==> config.mk <==
export PLATFORM = sky130hd
export DESIGN_NAME = dbc_top
export DESIGN_NICKNAME = d
export VERILOG_FILES = /design/src/logic/dbc_top.v /design/src/logic/dbc_edge_pick.v /design/src/logic/dbc_prescale.v
export VERILOG_INCLUDE_DIRS = /design/src /design/src/logic
export SDC_FILE = /design/constraint.sdc
export NUM_CORES = 1
export LEC_CHECK = 0
export BUFFER_PORTS_ARGS = -buffer_cell sky130_fd_sc_hd__buf_2
export CORE_UTILIZATION = 53
export DETAILED_ROUTE_END_ITERATION = 8
export HOLD_SLACK_MARGIN = 0.06
export PLACE_DENSITY = 0.77
export SLEW_MARGIN = 10
export SYNTH_ARGS = -nofsm -noshare
export SYNTH_HDL_FRONTEND = slang
export SYNTH_HIERARCHICAL = 1
export SYNTH_SLANG_ARGS = --single-unit
==> constraint.sdc <==
create_clock -name core_clk -period 2.7 [get_ports core_clk]
set_input_delay 0.405 -clock core_clk [delete_from_list [all_inputs] [get_ports core_clk]]
set_output_delay 0.405 -clock core_clk [all_outputs]
set_load 0.02 [all_outputs]
==> src/logic/dbc_map.vh <==
// Register map, field positions, codes and reset values of the dual byte counter
`ifndef DBC_MAP_VH
`define DBC_MAP_VH
// Byte addresses on the register bus
`define DBC_ADDR_CONFIG 8'h00
`define DBC_ADDR_LANE 8'h04
`define DBC_ADDR_COUNT 8'h08
`define DBC_ADDR_PERIOD 8'h0C
`define DBC_ADDR_COMPARE 8'h10
`define DBC_ADDR_COMMAND 8'h14
`define DBC_ADDR_STATUS 8'h18
// Field positions
`define DBC_CFG_MODE_LSB 0
`define DBC_CFG_CLK_LSB 4
`define DBC_LANE_WAVE_LSB 0
`define DBC_LANE_ACT_LSB 2
`define DBC_LANE_STRIDE 8
`define DBC_LANE_EVENT_CHANNEL_SELECT_LSB 16
`define DBC_CMD_RESTART_LSB 0
`define DBC_CMD_CLEAR_LSB 2
`define DBC_STAT_CMP_LSB 2
`define DBC_STAT_UPD_LSB 4
// Counter configurations
`define DBC_CFG_TWO_BYTE 3'h0
`define DBC_CFG_WIDE 3'h1
`define DBC_CFG_BYTE_FRAME 3'h2
`define DBC_CFG_TWO_FRAME 3'h3
`define DBC_CFG_BYTE_NIBBLE 3'h4
// Waveform modes
`define DBC_WAVE_NORMAL 2'h0
`define DBC_WAVE_CAPTURE 2'h1
`define DBC_WAVE_CMP_TOP 2'h2
// Event actions
`define DBC_ACT_OFF 2'h0
`define DBC_ACT_INPUT 2'h1
`define DBC_ACT_FREQUENCY_CAPTURE_ACTION 2'h2
`define DBC_ACT_PULSE 2'h3
// Clock selection codes
`define DBC_CLK_OFF 4'h0
`define DBC_CLK_DIV1 4'h1
`define DBC_CLK_DIV2 4'h2
`define DBC_CLK_DIV4 4'h3
`define DBC_CLK_DIV8 4'h4
`define DBC_CLK_DIV64 4'h5
`define DBC_CLK_DIV256 4'h6
`define DBC_CLK_DIV1024 4'h7
// Reset values and limits
`define DBC_MODE_RST 3'h0
`define DBC_CLOCK_SOURCE_SELECT_RST 4'h0
`define DBC_CNT_RST 16'h0000
`define DBC_PER_RST 16'hFFFF
`define DBC_CMP_RST 16'h0000
`define DBC_MAX8 8'hFF
`define DBC_ZERO32 32'h0000_0000
`define DBC_PRESC_W 10
`endif

==> src/logic/dbc_top.v <==
// Dual 8-bit down counter with cascade, frame counting and capture, APB slave
//
// Overview of operation
// - Two identical byte counters share one clock source, own period and compare.
// - Each counter decrements per selected clock, reloads from top after zero.
// - Zero is bottom; all ones is maximum.
// - Configurations: two byte, wide, byte plus frame, two frame, byte plus two nibble counters.
// - Cascaded mode joins both into one 16-bit counter with 16-bit registers.
// - Update pulse at bottom or top, chosen by waveform mode.
// - Clear request from peripheral, event system or software forces zero next.
// - Top equals period or compare setting, chosen by waveform mode.
// - Four-bit selection routes a prescaler output or an event channel.
// - After reset no clock is selected; counters stay stopped.
// - Software count write is immediate and beats count, clear and reload.
// - Period writes affect only the next reload, not the running period.
// - Capture mode reloads all ones at bottom; period register holds captures.
// - Selected channel captures first counter; next channel captures second.
// - Capture copies present count into the period/capture register.
// - Input capture stores count and sets the capture flag.
// - Frequency capture on rising edge captures and restarts the counter.
// - Pulse-width action restarts on rising edge, captures on falling edge.
// - Software restart of a byte counter loads top value (all ones in capture mode) and zeroes compare outputs.
//
// Chosen here: the APB interface to the registers and the register offsets.
`timescale 1ns/1ps
`default_nettype none
`include "dbc_map.vh"
module dbc_top #(
  parameter N_CH = 8
) (
  // Clock and reset
  input wire core_clk,
  input wire sys_rst,
  // APB slave
  input wire psel,
  input wire penable,
  input wire pwrite,
  input wire [7:0] paddr,
  input wire [31:0] pwdata,
  input wire [3:0] pstrb,
  output reg [31:0] prdata,
  output reg pready,
  output reg pslverr,
  // Event system channels
  input wire [N_CH-1:0] ev_chan,
  // Serial peripheral frame commands
  input wire rx_count,
  input wire rx_restart,
  input wire tx_count,
  input wire tx_restart,
  // Clear requests from peripheral or event system, one per counter
  input wire [1:0] ext_clear,
  // Counter status
  output reg [1:0] update_evt_q,
  output reg [1:0] cmp_out_q,
  output reg [1:0] capture_flag_q
);
  // ****************************************
  // Configuration and counter state
  // ****************************************
  reg [2:0] cfg_mode_q;
  reg [3:0] clock_source_select_q;
  reg [3:0] wave_mode_q;
  reg [3:0] event_action_select_q;
  reg [2:0] event_channel_select_q;
  reg [15:0] count_value_q;
  reg [15:0] period_capture_reg_q;
  reg [15:0] compare_channel_a_q;
  reg [15:0] count_value_d;
  reg [15:0] period_capture_reg_d;
  reg [1:0] capture_flag_d;
  reg [1:0] cmp_out_d;
  reg [1:0] update_evt_d;
  reg [31:0] rd_data;

  // ****************************************
  // Bus decode
  // ****************************************
  wire setup = psel & ~penable;
  wire wr = psel & penable & pready & pwrite;
  wire hit_cfg = (paddr == `DBC_ADDR_CONFIG);
  wire hit_lane = (paddr == `DBC_ADDR_LANE);
  wire hit_cnt = (paddr == `DBC_ADDR_COUNT);
  wire hit_per = (paddr == `DBC_ADDR_PERIOD);
  wire hit_cmp = (paddr == `DBC_ADDR_COMPARE);
  wire hit_cmd = (paddr == `DBC_ADDR_COMMAND);
  wire hit_stat = (paddr == `DBC_ADDR_STATUS);
  wire mapped = hit_cfg | hit_lane | hit_cnt | hit_per | hit_cmp | hit_cmd | hit_stat;
  wire [1:0] sw_restart = (wr & hit_cmd) ? pwdata[`DBC_CMD_RESTART_LSB +: 2] : 2'b00;
  wire [1:0] sw_clear = (wr & hit_cmd) ? pwdata[`DBC_CMD_CLEAR_LSB +: 2] : 2'b00;
  wire [1:0] flag_clr = (wr & hit_stat) ? pwdata[1:0] : 2'b00;
  wire wide = (cfg_mode_q == `DBC_CFG_WIDE);

  always @*
  begin
    rd_data = `DBC_ZERO32;
    if (hit_cfg)
    begin
      rd_data[`DBC_CFG_MODE_LSB +: 3] = cfg_mode_q;
      rd_data[`DBC_CFG_CLK_LSB +: 4] = clock_source_select_q;
    end
    if (hit_lane)
    begin
      rd_data[`DBC_LANE_WAVE_LSB +: 2] = wave_mode_q[1:0];
      rd_data[`DBC_LANE_ACT_LSB +: 2] = event_action_select_q[1:0];
      rd_data[`DBC_LANE_STRIDE + `DBC_LANE_WAVE_LSB +: 2] = wave_mode_q[3:2];
      rd_data[`DBC_LANE_STRIDE + `DBC_LANE_ACT_LSB +: 2] = event_action_select_q[3:2];
      rd_data[`DBC_LANE_EVENT_CHANNEL_SELECT_LSB +: 3] = event_channel_select_q;
    end
    if (hit_cnt)
      rd_data[15:0] = count_value_q;
    if (hit_per)
      rd_data[15:0] = period_capture_reg_q;
    if (hit_cmp)
      rd_data[15:0] = compare_channel_a_q;
    if (hit_stat)
    begin
      rd_data[1:0] = capture_flag_q;
      rd_data[`DBC_STAT_CMP_LSB +: 2] = cmp_out_q;
      rd_data[`DBC_STAT_UPD_LSB +: 2] = update_evt_q;
    end
  end

  // ****************************************
  // Clock source and event edges
  // ****************************************
  wire clk_rise;
  wire tick;
  wire [1:0] cap_rise;
  wire [1:0] cap_fall;
  wire [2:0] ev_sel_b = event_channel_select_q + 3'h1;

  dbc_edge_pick #(.N_CH(N_CH), .SEL_W(3)) u_clk_edge (
    .core_clk(core_clk),
    .sys_rst(sys_rst),
    .ev_chan(ev_chan),
    .sel(clock_source_select_q[2:0]),
    .rise_q(clk_rise),
    .fall_q()
  );

  dbc_prescale u_presc (
    .core_clk(core_clk),
    .sys_rst(sys_rst),
    .clock_source_select(clock_source_select_q),
    .ev_rise(clk_rise),
    .tick_q(tick)
  );

  dbc_edge_pick #(.N_CH(N_CH), .SEL_W(3)) u_cap_a (
    .core_clk(core_clk),
    .sys_rst(sys_rst),
    .ev_chan(ev_chan),
    .sel(event_channel_select_q),
    .rise_q(cap_rise[0]),
    .fall_q(cap_fall[0])
  );

  dbc_edge_pick #(.N_CH(N_CH), .SEL_W(3)) u_cap_b (
    .core_clk(core_clk),
    .sys_rst(sys_rst),
    .ev_chan(ev_chan),
    .sel(ev_sel_b),
    .rise_q(cap_rise[1]),
    .fall_q(cap_fall[1])
  );

  // ****************************************
  // Frame counter step
  // ****************************************
  function [7:0] pec_next;
    input [7:0] cur;
    input [7:0] plc;
    input cnt;
    input rst;
    begin
      if (rst | (cnt & (cur == 8'h00)))
        pec_next = plc;
      else if (cnt)
        pec_next = cur - 8'h01;
      else
        pec_next = cur;
    end
  endfunction

  // ****************************************
  // Per-lane next state
  // ****************************************
  integer i;
  integer cl;
  reg [7:0] cur;
  reg [7:0] top8;
  reg [7:0] rel8;
  reg [7:0] nc;
  reg [7:0] lo;
  reg [7:0] hi;
  reg [1:0] wm;
  reg [1:0] ac;
  reg bot;
  reg nxt_bot;
  reg tk;
  reg capture_mode;
  reg rst_ev;
  reg match;
  reg fr;

  always @*
  begin
    count_value_d = count_value_q;
    period_capture_reg_d = period_capture_reg_q;
    capture_flag_d = capture_flag_q & ~flag_clr;
    cmp_out_d = cmp_out_q;
    update_evt_d = 2'b00;
    cur = 8'h00;
    top8 = 8'h00;
    rel8 = 8'h00;
    nc = 8'h00;
    lo = 8'h00;
    hi = 8'h00;
    wm = 2'b00;
    ac = 2'b00;
    bot = 1'b0;
    nxt_bot = 1'b0;
    tk = 1'b0;
    capture_mode = 1'b0;
    rst_ev = 1'b0;
    match = 1'b0;
    fr = 1'b0;
    for (i = 0; i < 2; i = i + 1)
    begin
      cl = wide ? 0 : i;
      wm = wave_mode_q[2*cl +: 2];
      ac = event_action_select_q[2*cl +: 2];
      cur = count_value_q[8*i +: 8];
      top8 = (wm == `DBC_WAVE_CMP_TOP) ? compare_channel_a_q[8*i +: 8]
                                       : period_capture_reg_q[8*i +: 8];
      rel8 = (wm == `DBC_WAVE_CAPTURE) ? `DBC_MAX8 : top8;
      bot = wide ? (count_value_q == 16'h0000) : (cur == 8'h00);
      nxt_bot = wide ? (count_value_q == 16'h0001) : (cur == 8'h01);
      tk = (wide && i == 1) ? (tick && count_value_q[7:0] == 8'h00) : tick;
      match = wide ? (count_value_q == compare_channel_a_q)
                   : (cur == compare_channel_a_q[8*i +: 8]);
      capture_mode = (wm == `DBC_WAVE_CAPTURE) &&
             ((((ac == `DBC_ACT_INPUT) || (ac == `DBC_ACT_FREQUENCY_CAPTURE_ACTION)) && cap_rise[cl]) ||
              ((ac == `DBC_ACT_PULSE) && cap_fall[cl]));
      rst_ev = (wm == `DBC_WAVE_CAPTURE) && cap_rise[cl] &&
               ((ac == `DBC_ACT_FREQUENCY_CAPTURE_ACTION) || (ac == `DBC_ACT_PULSE));
      if (i == 0)
        fr = (cfg_mode_q == `DBC_CFG_TWO_FRAME);
      else
        fr = (cfg_mode_q == `DBC_CFG_BYTE_FRAME) || (cfg_mode_q == `DBC_CFG_TWO_FRAME) ||
             (cfg_mode_q == `DBC_CFG_BYTE_NIBBLE);
      nc = cur;
      if (fr)
      begin
        if ((i == 1) && (cfg_mode_q == `DBC_CFG_BYTE_NIBBLE))
        begin
          lo = pec_next({4'h0, cur[3:0]}, {4'h0, period_capture_reg_q[11:8]},
                        rx_count, rx_restart);
          hi = pec_next({4'h0, cur[7:4]}, {4'h0, period_capture_reg_q[15:12]},
                        tx_count, tx_restart);
          nc = {hi[3:0], lo[3:0]};
        end
        else if (i == 0)
          nc = pec_next(cur, period_capture_reg_q[7:0], rx_count, rx_restart);
        else
          nc = pec_next(cur, period_capture_reg_q[15:8], tx_count, tx_restart);
        if (sw_restart[i])
          nc = period_capture_reg_q[8*i +: 8];
      end
      else
      begin
        if (tk)
        begin
          if (bot)
          begin
            nc = rel8;
            cmp_out_d[i] = 1'b0;
            if (wm == `DBC_WAVE_CMP_TOP)
              update_evt_d[i] = 1'b1;
          end
          else
          begin
            nc = cur - 8'h01;
            if (match)
              cmp_out_d[i] = 1'b1;
            if (nxt_bot && wm != `DBC_WAVE_CMP_TOP)
              update_evt_d[i] = 1'b1;
          end
        end
        if (rst_ev || sw_restart[cl])
        begin
          nc = rel8;
          cmp_out_d[i] = 1'b0;
        end
        if (capture_mode)
        begin
          period_capture_reg_d[8*i +: 8] = cur;
          capture_flag_d[cl] = 1'b1;
        end
        else if (wr && hit_per && pstrb[i])
          period_capture_reg_d[8*i +: 8] = pwdata[8*i +: 8];
      end
      if (fr && wr && hit_per && pstrb[i])
        period_capture_reg_d[8*i +: 8] = pwdata[8*i +: 8];
      if (sw_clear[cl] || ext_clear[cl])
        nc = 8'h00;
      if (wr && hit_cnt && pstrb[i])
        nc = pwdata[8*i +: 8];
      count_value_d[8*i +: 8] = nc;
    end
  end

  // ****************************************
  // Registers
  // ****************************************
  always @(posedge core_clk or posedge sys_rst)
  begin
    if (sys_rst)
    begin
      prdata <= `DBC_ZERO32;
      pready <= 1'b0;
      pslverr <= 1'b0;
      cfg_mode_q <= `DBC_MODE_RST;
      clock_source_select_q <= `DBC_CLOCK_SOURCE_SELECT_RST;
      wave_mode_q <= 4'h0;
      event_action_select_q <= 4'h0;
      event_channel_select_q <= 3'h0;
      count_value_q <= `DBC_CNT_RST;
      period_capture_reg_q <= `DBC_PER_RST;
      compare_channel_a_q <= `DBC_CMP_RST;
      capture_flag_q <= 2'b00;
      cmp_out_q <= 2'b00;
      update_evt_q <= 2'b00;
    end
    else
    begin
      pready <= setup;
      pslverr <= setup & ~mapped;
      if (setup)
        prdata <= pwrite ? `DBC_ZERO32 : rd_data;
      if (wr && hit_cfg && pstrb[0])
      begin
        cfg_mode_q <= pwdata[`DBC_CFG_MODE_LSB +: 3];
        clock_source_select_q <= pwdata[`DBC_CFG_CLK_LSB +: 4];
      end
      if (wr && hit_lane)
      begin
        if (pstrb[0])
        begin
          wave_mode_q[1:0] <= pwdata[`DBC_LANE_WAVE_LSB +: 2];
          event_action_select_q[1:0] <= pwdata[`DBC_LANE_ACT_LSB +: 2];
        end
        if (pstrb[1])
        begin
          wave_mode_q[3:2] <= pwdata[`DBC_LANE_STRIDE + `DBC_LANE_WAVE_LSB +: 2];
          event_action_select_q[3:2] <= pwdata[`DBC_LANE_STRIDE + `DBC_LANE_ACT_LSB +: 2];
        end
        if (pstrb[2])
          event_channel_select_q <= pwdata[`DBC_LANE_EVENT_CHANNEL_SELECT_LSB +: 3];
      end
      if (wr && hit_cmp)
      begin
        if (pstrb[0])
          compare_channel_a_q[7:0] <= pwdata[7:0];
        if (pstrb[1])
          compare_channel_a_q[15:8] <= pwdata[15:8];
      end
      count_value_q <= count_value_d;
      period_capture_reg_q <= period_capture_reg_d;
      capture_flag_q <= capture_flag_d;
      cmp_out_q <= cmp_out_d;
      update_evt_q <= update_evt_d;
    end
  end
endmodule
`default_nettype wire

==> src/logic/dbc_edge_pick.v <==
// Event channel picker with rising and falling edge pulses
`timescale 1ns/1ps
`default_nettype none
module dbc_edge_pick #(
  parameter N_CH = 8,
  parameter SEL_W = 3
) (
  // Clock and reset
  input wire core_clk,
  input wire sys_rst,
  // Channels and selection
  input wire [N_CH-1:0] ev_chan,
  input wire [SEL_W-1:0] sel,
  // Edge pulses
  output reg rise_q,
  output reg fall_q
);
  reg [N_CH-1:0] prev_q;

  always @(posedge core_clk or posedge sys_rst)
  begin
    if (sys_rst)
    begin
      prev_q <= {N_CH{1'b0}};
      rise_q <= 1'b0;
      fall_q <= 1'b0;
    end
    else
    begin
      prev_q <= ev_chan;
      rise_q <= ev_chan[sel] & ~prev_q[sel];
      fall_q <= ~ev_chan[sel] & prev_q[sel];
    end
  end
endmodule
`default_nettype wire

==> src/logic/dbc_prescale.v <==
// Common prescaler and clock source selection for both counters
`timescale 1ns/1ps
`default_nettype none
`include "dbc_map.vh"
module dbc_prescale #(
  parameter PW = `DBC_PRESC_W
) (
  // Clock and reset
  input wire core_clk,
  input wire sys_rst,
  // Selection and event clock
  input wire [3:0] clock_source_select,
  input wire ev_rise,
  // Count enable pulse
  output reg tick_q
);
  reg [PW-1:0] div_q;
  reg sel_tick;

  always @*
  begin
    case (clock_source_select)
      `DBC_CLK_OFF: sel_tick = 1'b0;
      `DBC_CLK_DIV1: sel_tick = 1'b1;
      `DBC_CLK_DIV2: sel_tick = &div_q[0:0];
      `DBC_CLK_DIV4: sel_tick = &div_q[1:0];
      `DBC_CLK_DIV8: sel_tick = &div_q[2:0];
      `DBC_CLK_DIV64: sel_tick = &div_q[5:0];
      `DBC_CLK_DIV256: sel_tick = &div_q[7:0];
      `DBC_CLK_DIV1024: sel_tick = &div_q[9:0];
      default: sel_tick = ev_rise;
    endcase
  end

  always @(posedge core_clk or posedge sys_rst)
  begin
    if (sys_rst)
    begin
      div_q <= {PW{1'b0}};
      tick_q <= 1'b0;
    end
    else
    begin
      div_q <= div_q + {{(PW-1){1'b0}}, 1'b1};
      tick_q <= sel_tick;
    end
  end
endmodule
`default_nettype wire

==> impl_metrics.tcl, run 1 <==
set metrics [dict create \
    outcome "complete, no violations" \
    insertion_delay_ns 0.43 \
    syn-cell-area_um2 7970 \
    ff2ff_path_depth 9 \
    finalSetupTns_ns 0 \
    slew_headroom_pct 55.0 \
    root_buffer "clkbuf_16" \
    path_buf_inv 1 \
    min_path_type "in2reg" \
    rrSetupSlack_ns 0.16 \
    fin_util_pct 64.4 \
    place_area_um2 8730 \
    path_cells "inv_1, ha_1, nor3b_1, nand4_1, a32oi_1, nor2_2, mux2i_1, a211o_1, o221a_1" \
    ir_drop_mv 0.497 \
    hold_depth 1 \
    wl_per_cell_um 20.7 \
    design.core.area_um2 14600 \
    maxCapViolCount 0 \
    viasPerCell 6.36 \
    vias 6804 \
    synthCells 772 \
    r2r_end "count_value_q[11]$_DFFE_PP0P_" \
    hp-start "ev_chan[7]" \
    final_area_um2 9400 \
    ios 103 \
    clk_path_buf_depth 2 \
    diodes 0 \
    slowest_delay_ns 0.40 \
    cp.depth 9 \
    grt_pass1_wl_um 35900 \
    max_freq_mhz 394 \
    drc 0 \
    hpwlAfterDp_um 16000 \
    worst_pin_slew_ns 0.670 \
    placed_cells 1037 \
    grt_antenna_before_repair 1 \
    first_pass_iters 8 \
    finalSetupViolations 0 \
    total_power_mw 5.54 \
    cts_setup_buffers 0 \
    grt_pass1_vias 6715 \
    startpoint_type "register" \
    cts_tree "built" \
    fin_cells 1070 \
    path_delay_family "compound AO/OA/AOI/OAI gates" \
    syn_avg_cell_area_um2 10.3 \
    cts_sinks 133 \
    post-place-ws_ns 0.0188 \
    p_leak_nw 4.47 \
    critPathKind "reg2reg" \
    ctsHtreeMaxLevel 4 \
    holdPathEnd "u_clk_edge/prev_q[7]$_DFF_PP0_" \
    grt-ovfl-total 0 \
    end_kind "register" \
    crit_fanout 11 \
    die_area_um2 15500 \
    grt_max_degree 94 \
    worst_hold_slack_ns 0.158 \
    num_rows 44 \
    finalClockSkew_ns 0.0102 \
    multiInputGateArea_um2 4280 \
    initial_core_util_pct 54.6 \
    fin_crit_ns 2.54 \
    regArea_um2 3350 \
    r2r-start "count_value_q[1]$_DFFE_PP0P_" \
    ant_nets 0 \
    synth_warnings 6 \
    gp_congestion 0.970 \
    p_per_area_nw_per_um2 589 \
    drtIter0Drc 699 \
    finalMaxSlewViolations 0 \
    grtUsageTotal_pct 30.0 \
    rsz0062_at_grt "false" \
    cts_buffers 17 \
    cp-startpoint "count_value_q[1]$_DFFE_PP0P_" \
    wirelength_um 22200 \
    crit_required_ns 3.01 \
    fillers 1180 \
    cp_slowest_cell "nor3b_1" \
    clk_pin_slew_worst_paths_ns 0.06 \
    fin_crit_sh_pct 94.1 \
    port_buffers 75 \
    hold_violations 0 \
    fin_nets 950 \
    drive_gt1_share_pct 29.9 \
    die_y_um 125 \
    cp.arrival_ns 2.85 \
    area_growth_pct 18.0 \
    worst_slack_ns 0.159 \
    die_x_um 125 \
]
-- state kept, by name, summed over array words and instances, names as in the netlist, 3 cells and up --
register and cells:
cfg_mode_q 3, clock_source_select_q 4, compare_channel_a_q 16, count_value_q 16, event_action_select_q 4, event_channel_select_q 3, period_capture_reg_q 16, prdata 19
u_cap_a/prev_q 8, u_cap_b/prev_q 8, u_clk_edge/prev_q 8, u_presc/div_q 10, wave_mode_q 4
-- routing by layer --
layer / GRT usage [%] / part of all wire (%) / up-vias
met5: 0 / 0.063 / -
met2: 46.1 / 46 / 403
met4: 11.3 / 3.0 / 2
met1: 40.2 / 40 / 3290
met3: 8.51 / 11 / 70
li1: - / - / 3039
-- area by class of cell --
cell class	instances	area share, %
clock buffer	19	4.71
clock inverter	13	2.18
inverter	21	0.879
multi-input combinational	569	45.5
sequential	133	35.6
tap	184	2.45
timing repair buffer	131	8.63
-- worst reg2reg max path, cell delays in order, from the launching register on --
cell,delay (ns)
dfrtp_1,0.37
inv_1,0.09
ha_1,0.24
nor3b_1,0.40
nand4_1,0.15
a32oi_1,0.29
nor2_2,0.18
mux2i_1,0.16
a211o_1,0.32
o221a_1,0.22
-- worst max-delay path by stage --
stage | to | slack (ns)
after floorplan | count_value_q[11]$_DFFE_PP0P_ | 0.18
after global placement | count_value_q[13]$_DFFE_PP0P_ | 0.001
after detailed placement | count_value_q[11]$_DFFE_PP0P_ | 0.02
after CTS | count_value_q[11]$_DFFE_PP0P_ | 0.02
after global routing | count_value_q[11]$_DFFE_PP0P_ | 0.02
final | count_value_q[11]$_DFFE_PP0P_ | 0.16
-- cells in the final DEF, fill, tap and decap left out, types with 12 or more instances in the layout --
cell       count
a21oi_1       40
a22o_1        14
buf_2         75
buf_4         54
clkbuf_16     17
conb_1        13
dfrtp_1      117
dfstp_2       16
ha_1          14
inv_1         20
mux2_2        42
mux2i_1       32
mux4_2        12
nand2_1       75
nand3_1       18
nor2_1        44
o211ai_1      12
o21ai_0       33
xor2_1        24
-- report_power, final --
part,leakage (nW),switching (mW),internal (mW),total [mW]
Sequential,1.69,0.0533,2.06,2.12
Clock,0.309,0.865,1.66,2.52
Combinational,2.47,0.515,0.385,0.899
-- repair_timing --
| item | in CTS | in global routing |
|---|---|---|
| resized for setup | 0 | 2 |
| hold buffers | 1 | 0 |
| setup endpoints to repair | 0 | 13 |
| hold endpoints to repair | 40 | 0 |
Power figures use the tool's default switching activity.
==> run 2, diff against run 1 <==
--- a/config.mk
+++ b/config.mk
@@ -9,6 +9,8 @@
 export BUFFER_PORTS_ARGS = -buffer_cell sky130_fd_sc_hd__buf_2
-export CORE_UTILIZATION = 53
+export CELL_PAD_IN_SITES_DETAIL_PLACEMENT = 0
+export CELL_PAD_IN_SITES_GLOBAL_PLACEMENT = 1
+export CORE_UTILIZATION = 42
 export DETAILED_ROUTE_END_ITERATION = 8
 export HOLD_SLACK_MARGIN = 0.06
-export PLACE_DENSITY = 0.77
+export PLACE_DENSITY_LB_ADDON = 0.1
 export SLEW_MARGIN = 10
==> constraint.sdc (replaced) <==
create_clock -name core_clk -period 2.7 [get_ports core_clk]
set_input_delay 0.135 -clock core_clk [delete_from_list [all_inputs] [get_ports core_clk]]
set_output_delay 0.135 -clock core_clk [all_outputs]
set_load 0.02 [all_outputs]
==> impl_metrics.tcl, run 2 (synthesis results as in run 1) <==
set metrics [dict create \
    gp_congestion 0.929 \
    drc 0 \
    ios 103 \
    finalSetupViolations 0 \
    max_freq_mhz 392 \
    largest_register_ffs 19 \
    cts_buffers 17 \
    path_cells "and4_1, nand4_1, and3_1, o31ai_4, a211oi_2, a211o_1, o221a_1" \
    post-place-ws_ns 0.137 \
    insertion_delay_ns 0.43 \
    die_y_um 140 \
    path_buf_inv 0 \
    min_path_type "in2reg" \
    finalMaxSlewViolations 0 \
    maxCapViolCount 0 \
    grt_pass1_vias 6652 \
    hold_violations 0 \
    ir_drop_mv 0.449 \
    worst_pin_slew_ns 0.665 \
    die_area_um2 19500 \
    port_buffers 75 \
    vias 6816 \
    p_seq_share_pct 38.3 \
    crit_fanout 7 \
    hpwlAfterDp_um 17300 \
    slew_headroom_pct 55.7 \
    cp_slowest_cell "and4_1" \
    p_int_mw 3.99 \
    slowest_delay_ns 0.42 \
    grt_antenna_before_repair 1 \
    path_delay_family "simple AND/OR/NAND/NOR gates" \
    p_per_area_nw_per_um2 567 \
    crit_required_ns 3.01 \
    p_leak_nw 4.57 \
    p_switching_mw 1.51 \
    fin_nets 976 \
    clk_path_buf_depth 2 \
    grt_pass1_wl_um 37600 \
    area_growth_pct 21.9 \
    grtUsageTotal_pct 25.6 \
    drtIter0Drc 617 \
    viasPerCell 5.97 \
    switching_share_pct 27.5 \
    cp.arrival_ns 2.86 \
    finalSetupTns_ns 0 \
    clk_pin_slew_worst_paths_ns 0.06 \
    rsz0062_at_grt "false" \
    cts_sinks 133 \
    wl_per_cell_um 21.0 \
    drive_gt1_share_pct 29.2 \
    p_clk_share_pct 44.5 \
    first_pass_iters 5 \
    layout_common_cells "dfrtp_1 (117), nand2_1 (75), buf_2 (75)" \
    finalClockSkew_ns 0.00588 \
    cts_tree "built" \
    worst_slack_ns 0.147 \
    num_rows 49 \
    die_x_um 140 \
    design.core.area_um2 18300 \
    ant_nets 0 \
    diodes 0 \
    end_kind "register" \
    grt_max_degree 94 \
    outcome "complete, no violations" \
    startpoint_type "register" \
    final_common_cell "dfrtp_1" \
    critPathKind "reg2reg" \
    largest_register "prdata" \
    initial_core_util_pct 43.6 \
    root_buffer "clkbuf_16" \
    wirelength_um 24000 \
    grt-ovfl-total 0 \
    fin_crit_ns 2.55 \
    pwr-share-comb_pct 17.2 \
    ctsHtreeMaxLevel 4 \
    fin_crit_sh_pct 94.5 \
]
-- run 2: cell count changes in the layout (fill, tap and decap cells not counted), sizes merged --
cell,delta
dlygate4sd3,+26
clkinv,+1
inv,+3
clkinvlp,-2
bufinv,-2
-- run 2: worst reg2reg max path, delay by kind of cell (launching register included) --
kind / cells / cell delay [ns]
flops: 1 / 0.34
simple gates: 3 / 1.09
compound gates: 4 / 1.02
-- run 2: metrics by stage --
step                      hold slack [ns]  instance area [um^2]  instances  utilization [%]  power (mW)
after floorplan                   -0.0371                  8010        784                -        2.74
after global placement              0.147                  8790       1081             48.1        3.03
after detailed placement            0.172                  8790       1081             48.1        3.03
after CTS                          0.0687                  9690       1140             53.0        5.54
after global routing               0.0788                  9710       1141             53.2        5.73
final                              0.0903                  9710       1141             53.2        5.51
-- run 2: layout make-up --
type	count	area (um^2)
fillers	1625	8560
multi-input cells	569	4290
flip-flops and latches	133	3350
repair buffers	157	1080
clock buffers	19	453
well taps	229	287
clock inverters	13	171
inverters	21	80.1
-- run 2: routing by layer --
layer / track usage [%] / up-vias / routed length (um)
met1: 35.4 / 3393 / 10800
met2: 39.1 / 285 / 10900
met4: 8.44 / 0 / 382
li1: - / 3105 / -
met3: 6.33 / 33 / 1880
met5: 0 / - / 0
-- run 2: what timing repair did --
item | in CTS | in global routing
endpoints found under the setup margin | 0 | 3
hold buffers | 27 | 0
buffers inserted | 0 | 1
hold endpoints to repair | 180 | 0
resized for setup | 0 | 3
-- run 2: power by group through the flow --
stage	logic [mW]	clock network (mW)	registers [mW]
floorplan	0.618	0	2.12
global route	1.03	2.58	2.11
detailed placement	0.893	0	2.14
CTS	0.931	2.50	2.11
finish	0.947	2.45	2.11
global placement	0.893	0	2.14
-- run 2: final timing paths --
check	startpoint	to	slack, ns	cells past startpoint
max	pready$_DFF_PP0_	count_value_q[11]$_DFFE_PP0P_	0.15	7
max in group asynchronous	sys_rst	period_capture_reg_q[13]$_DFFE_PP1P_	1.86	4
max reg2reg	pready$_DFF_PP0_	count_value_q[11]$_DFFE_PP0P_	0.15	7
min reg2reg	u_presc/div_q[9]$_DFF_PP0_	u_presc/div_q[9]$_DFF_PP0_	0.47	1
min in group asynchronous	sys_rst	u_clk_edge/rise_q$_DFF_PP0_	0.26	3
min	pwrite	prdata[1]$_DFFE_PP0P_	0.09	3
==> run 3, diff against run 2 <==
Settings changed: CORE_UTILIZATION 42 to 25.
==> impl_metrics.tcl, run 3 (synthesis results as in run 1) <==
set metrics [dict create \
    grt-ovfl-total 0 \
    finalMaxSlewViolations 0 \
    regArea_um2 3350 \
    met1_usage_pct 24.6 \
    fin_crit_sh_pct 92.7 \
    largest_register "prdata" \
    first_pass_iters 6 \
    crit_required_ns 3.02 \
    grt_max_degree 56 \
    min_path_type "in2reg" \
    r2r_end "count_value_q[12]$_DFFE_PP0P_" \
    critPathKind "reg2reg" \
    hpwlAfterDp_um 20300 \
    rrSetupSlack_ns 0.20 \
    gp_congestion 0.812 \
    fillers 3182 \
    r2r-start "cfg_mode_q[2]$_DFFE_PP0P_" \
    cp.arrival_ns 2.83 \
    port_buffers 75 \
    cts_tree "built" \
    finalSetupViolations 0 \
    worst_hold_slack_ns 0.0992 \
    wl_per_cell_um 21.1 \
    insertion_delay_ns 0.44 \
    finalSetupTns_ns 0 \
    crit_fanout 12 \
    multiInputGateArea_um2 4280 \
    num_rows 64 \
    cp-startpoint "cfg_mode_q[2]$_DFFE_PP0P_" \
    gr-usage-met2_pct 27.7 \
    outcome "complete, no violations" \
    drc 0 \
    vias 6684 \
    end_kind "register" \
    p_per_area_nw_per_um2 563 \
    ios 103 \
    grt.busiest_layer "met2" \
    slew_headroom_pct 57.3 \
    finalClockSkew_ns 0.0174 \
    fin_crit_ns 2.50 \
    die_x_um 180 \
    clk_pin_slew_worst_paths_ns 0.08 \
    die_area_um2 32600 \
    hold_depth 3 \
    p_switching_mw 1.71 \
    ir_drop_mv 0.398 \
    p_seq_share_pct 37.6 \
    hp-start "pwdata[2]" \
    die_y_um 180 \
    switching_share_pct 30.4 \
    fin_nets 982 \
    largest_register_ffs 19 \
    cts_sinks 133 \
    pwr-share-comb_pct 17.0 \
    grtUsageTotal_pct 17.5 \
    drtIter0Drc 491 \
    ff2ff_path_depth 9 \
    grt_pass1_wl_um 42900 \
    p_clk_share_pct 45.4 \
    p_leak_nw 4.61 \
    grt_pass1_vias 6857 \
    rsz0062_at_grt "false" \
    final_common_cell "dfrtp_1" \
    wirelength_um 27800 \
    area_growth_pct 25.2 \
    ant_nets 0 \
    worst_pin_slew_ns 0.640 \
    worst_slack_ns 0.196 \
    clk_path_buf_depth 2 \
    startpoint_type "register" \
    layout_common_cells "dfrtp_1 (117), nand2_1 (75), buf_2 (75)" \
    root_buffer "clkbuf_16" \
    drive_gt1_share_pct 29.3 \
    design.core.area_um2 31000 \
    holdPathEnd "period_capture_reg_q[2]$_DFFE_PP1P_" \
    hold_violations 0 \
    viasPerCell 5.08 \
    post-place-ws_ns 0.204 \
    maxCapViolCount 0 \
    p_int_mw 3.91 \
    grt_antenna_before_repair 1 \
    initial_core_util_pct 25.7 \
    grtUsageMet3_pct 2.97 \
    max_freq_mhz 399 \
    cts_buffers 17 \
    ctsHtreeMaxLevel 4 \
]
run 3: worst max path at each step:
stage                                         end  slack (ns)  cells after the start
floorplan             capture_flag_q[0]$_DFF_PP0_        0.17                      1
global placement    count_value_q[12]$_DFFE_PP0P_        0.22                      9
detailed placement  count_value_q[10]$_DFFE_PP0P_        0.20                      9
CTS                 count_value_q[10]$_DFFE_PP0P_        0.19                      9
global route        count_value_q[15]$_DFFE_PP0P_        0.06                     11
finish              count_value_q[12]$_DFFE_PP0P_        0.20                      9
run 3: final cells by class:
| type | instances | area share (%) |
|---|---|---|
| sequential | 133 | 33.6 |
| multi-input combinational | 569 | 43.0 |
| clock buffer | 17 | 4.27 |
| inverter | 21 | 0.816 |
| clock inverter | 15 | 2.10 |
| timing repair buffer | 163 | 11.2 |
| antenna | 2 | 0.0502 |
| tap | 396 | 4.97 |
run 3: critical path: stages (launching register included):
cell and delay [ns]:
dfrtp_1 0.38, or3b_1 0.52, buf_4 0.25, mux2i_1 0.18, nand2_1 0.13, o31ai_4 0.10, buf_4 0.16, nor3_4 0.29
nor2_1 0.18, a21o_1 0.21
run 3: stage by stage:
stage	power (mW)	std cells	utilization, %	area (um^2)
2_1_floorplan	2.74	784	-	8010
3_3_place_gp	3.05	1252	29.1	9020
3_5_place_dp	3.06	1252	29.1	9020
4_1_cts	5.68	1313	32.1	9940
5_1_grt	5.88	1314	32.2	9960
6_report	5.62	1316	32.2	9970
run 3: routing by layer:
metal,up-vias,wire length [um]
met5,-,0
met4,0,348
met3,25,1220
met2,212,12700
met1,3342,13500
li1,3105,-
run 3: power groups by stage:
stage	Clock, mW	Sequential, mW	Combinational [mW]
3_5_place_dp	0	2.15	0.916
3_3_place_gp	0	2.15	0.905
2_1_floorplan	0	2.12	0.618
5_1_grt	2.72	2.12	1.05
4_1_cts	2.62	2.11	0.953
6_report	2.55	2.11	0.953
run 3: what timing repair did:
item / CTS / global route
hold endpoints to repair: 138 / 0
setup endpoints to repair: 0 / 1
buffers inserted: 0 / 1
hold buffers: 29 / 0
resized for setup: 0 / 2
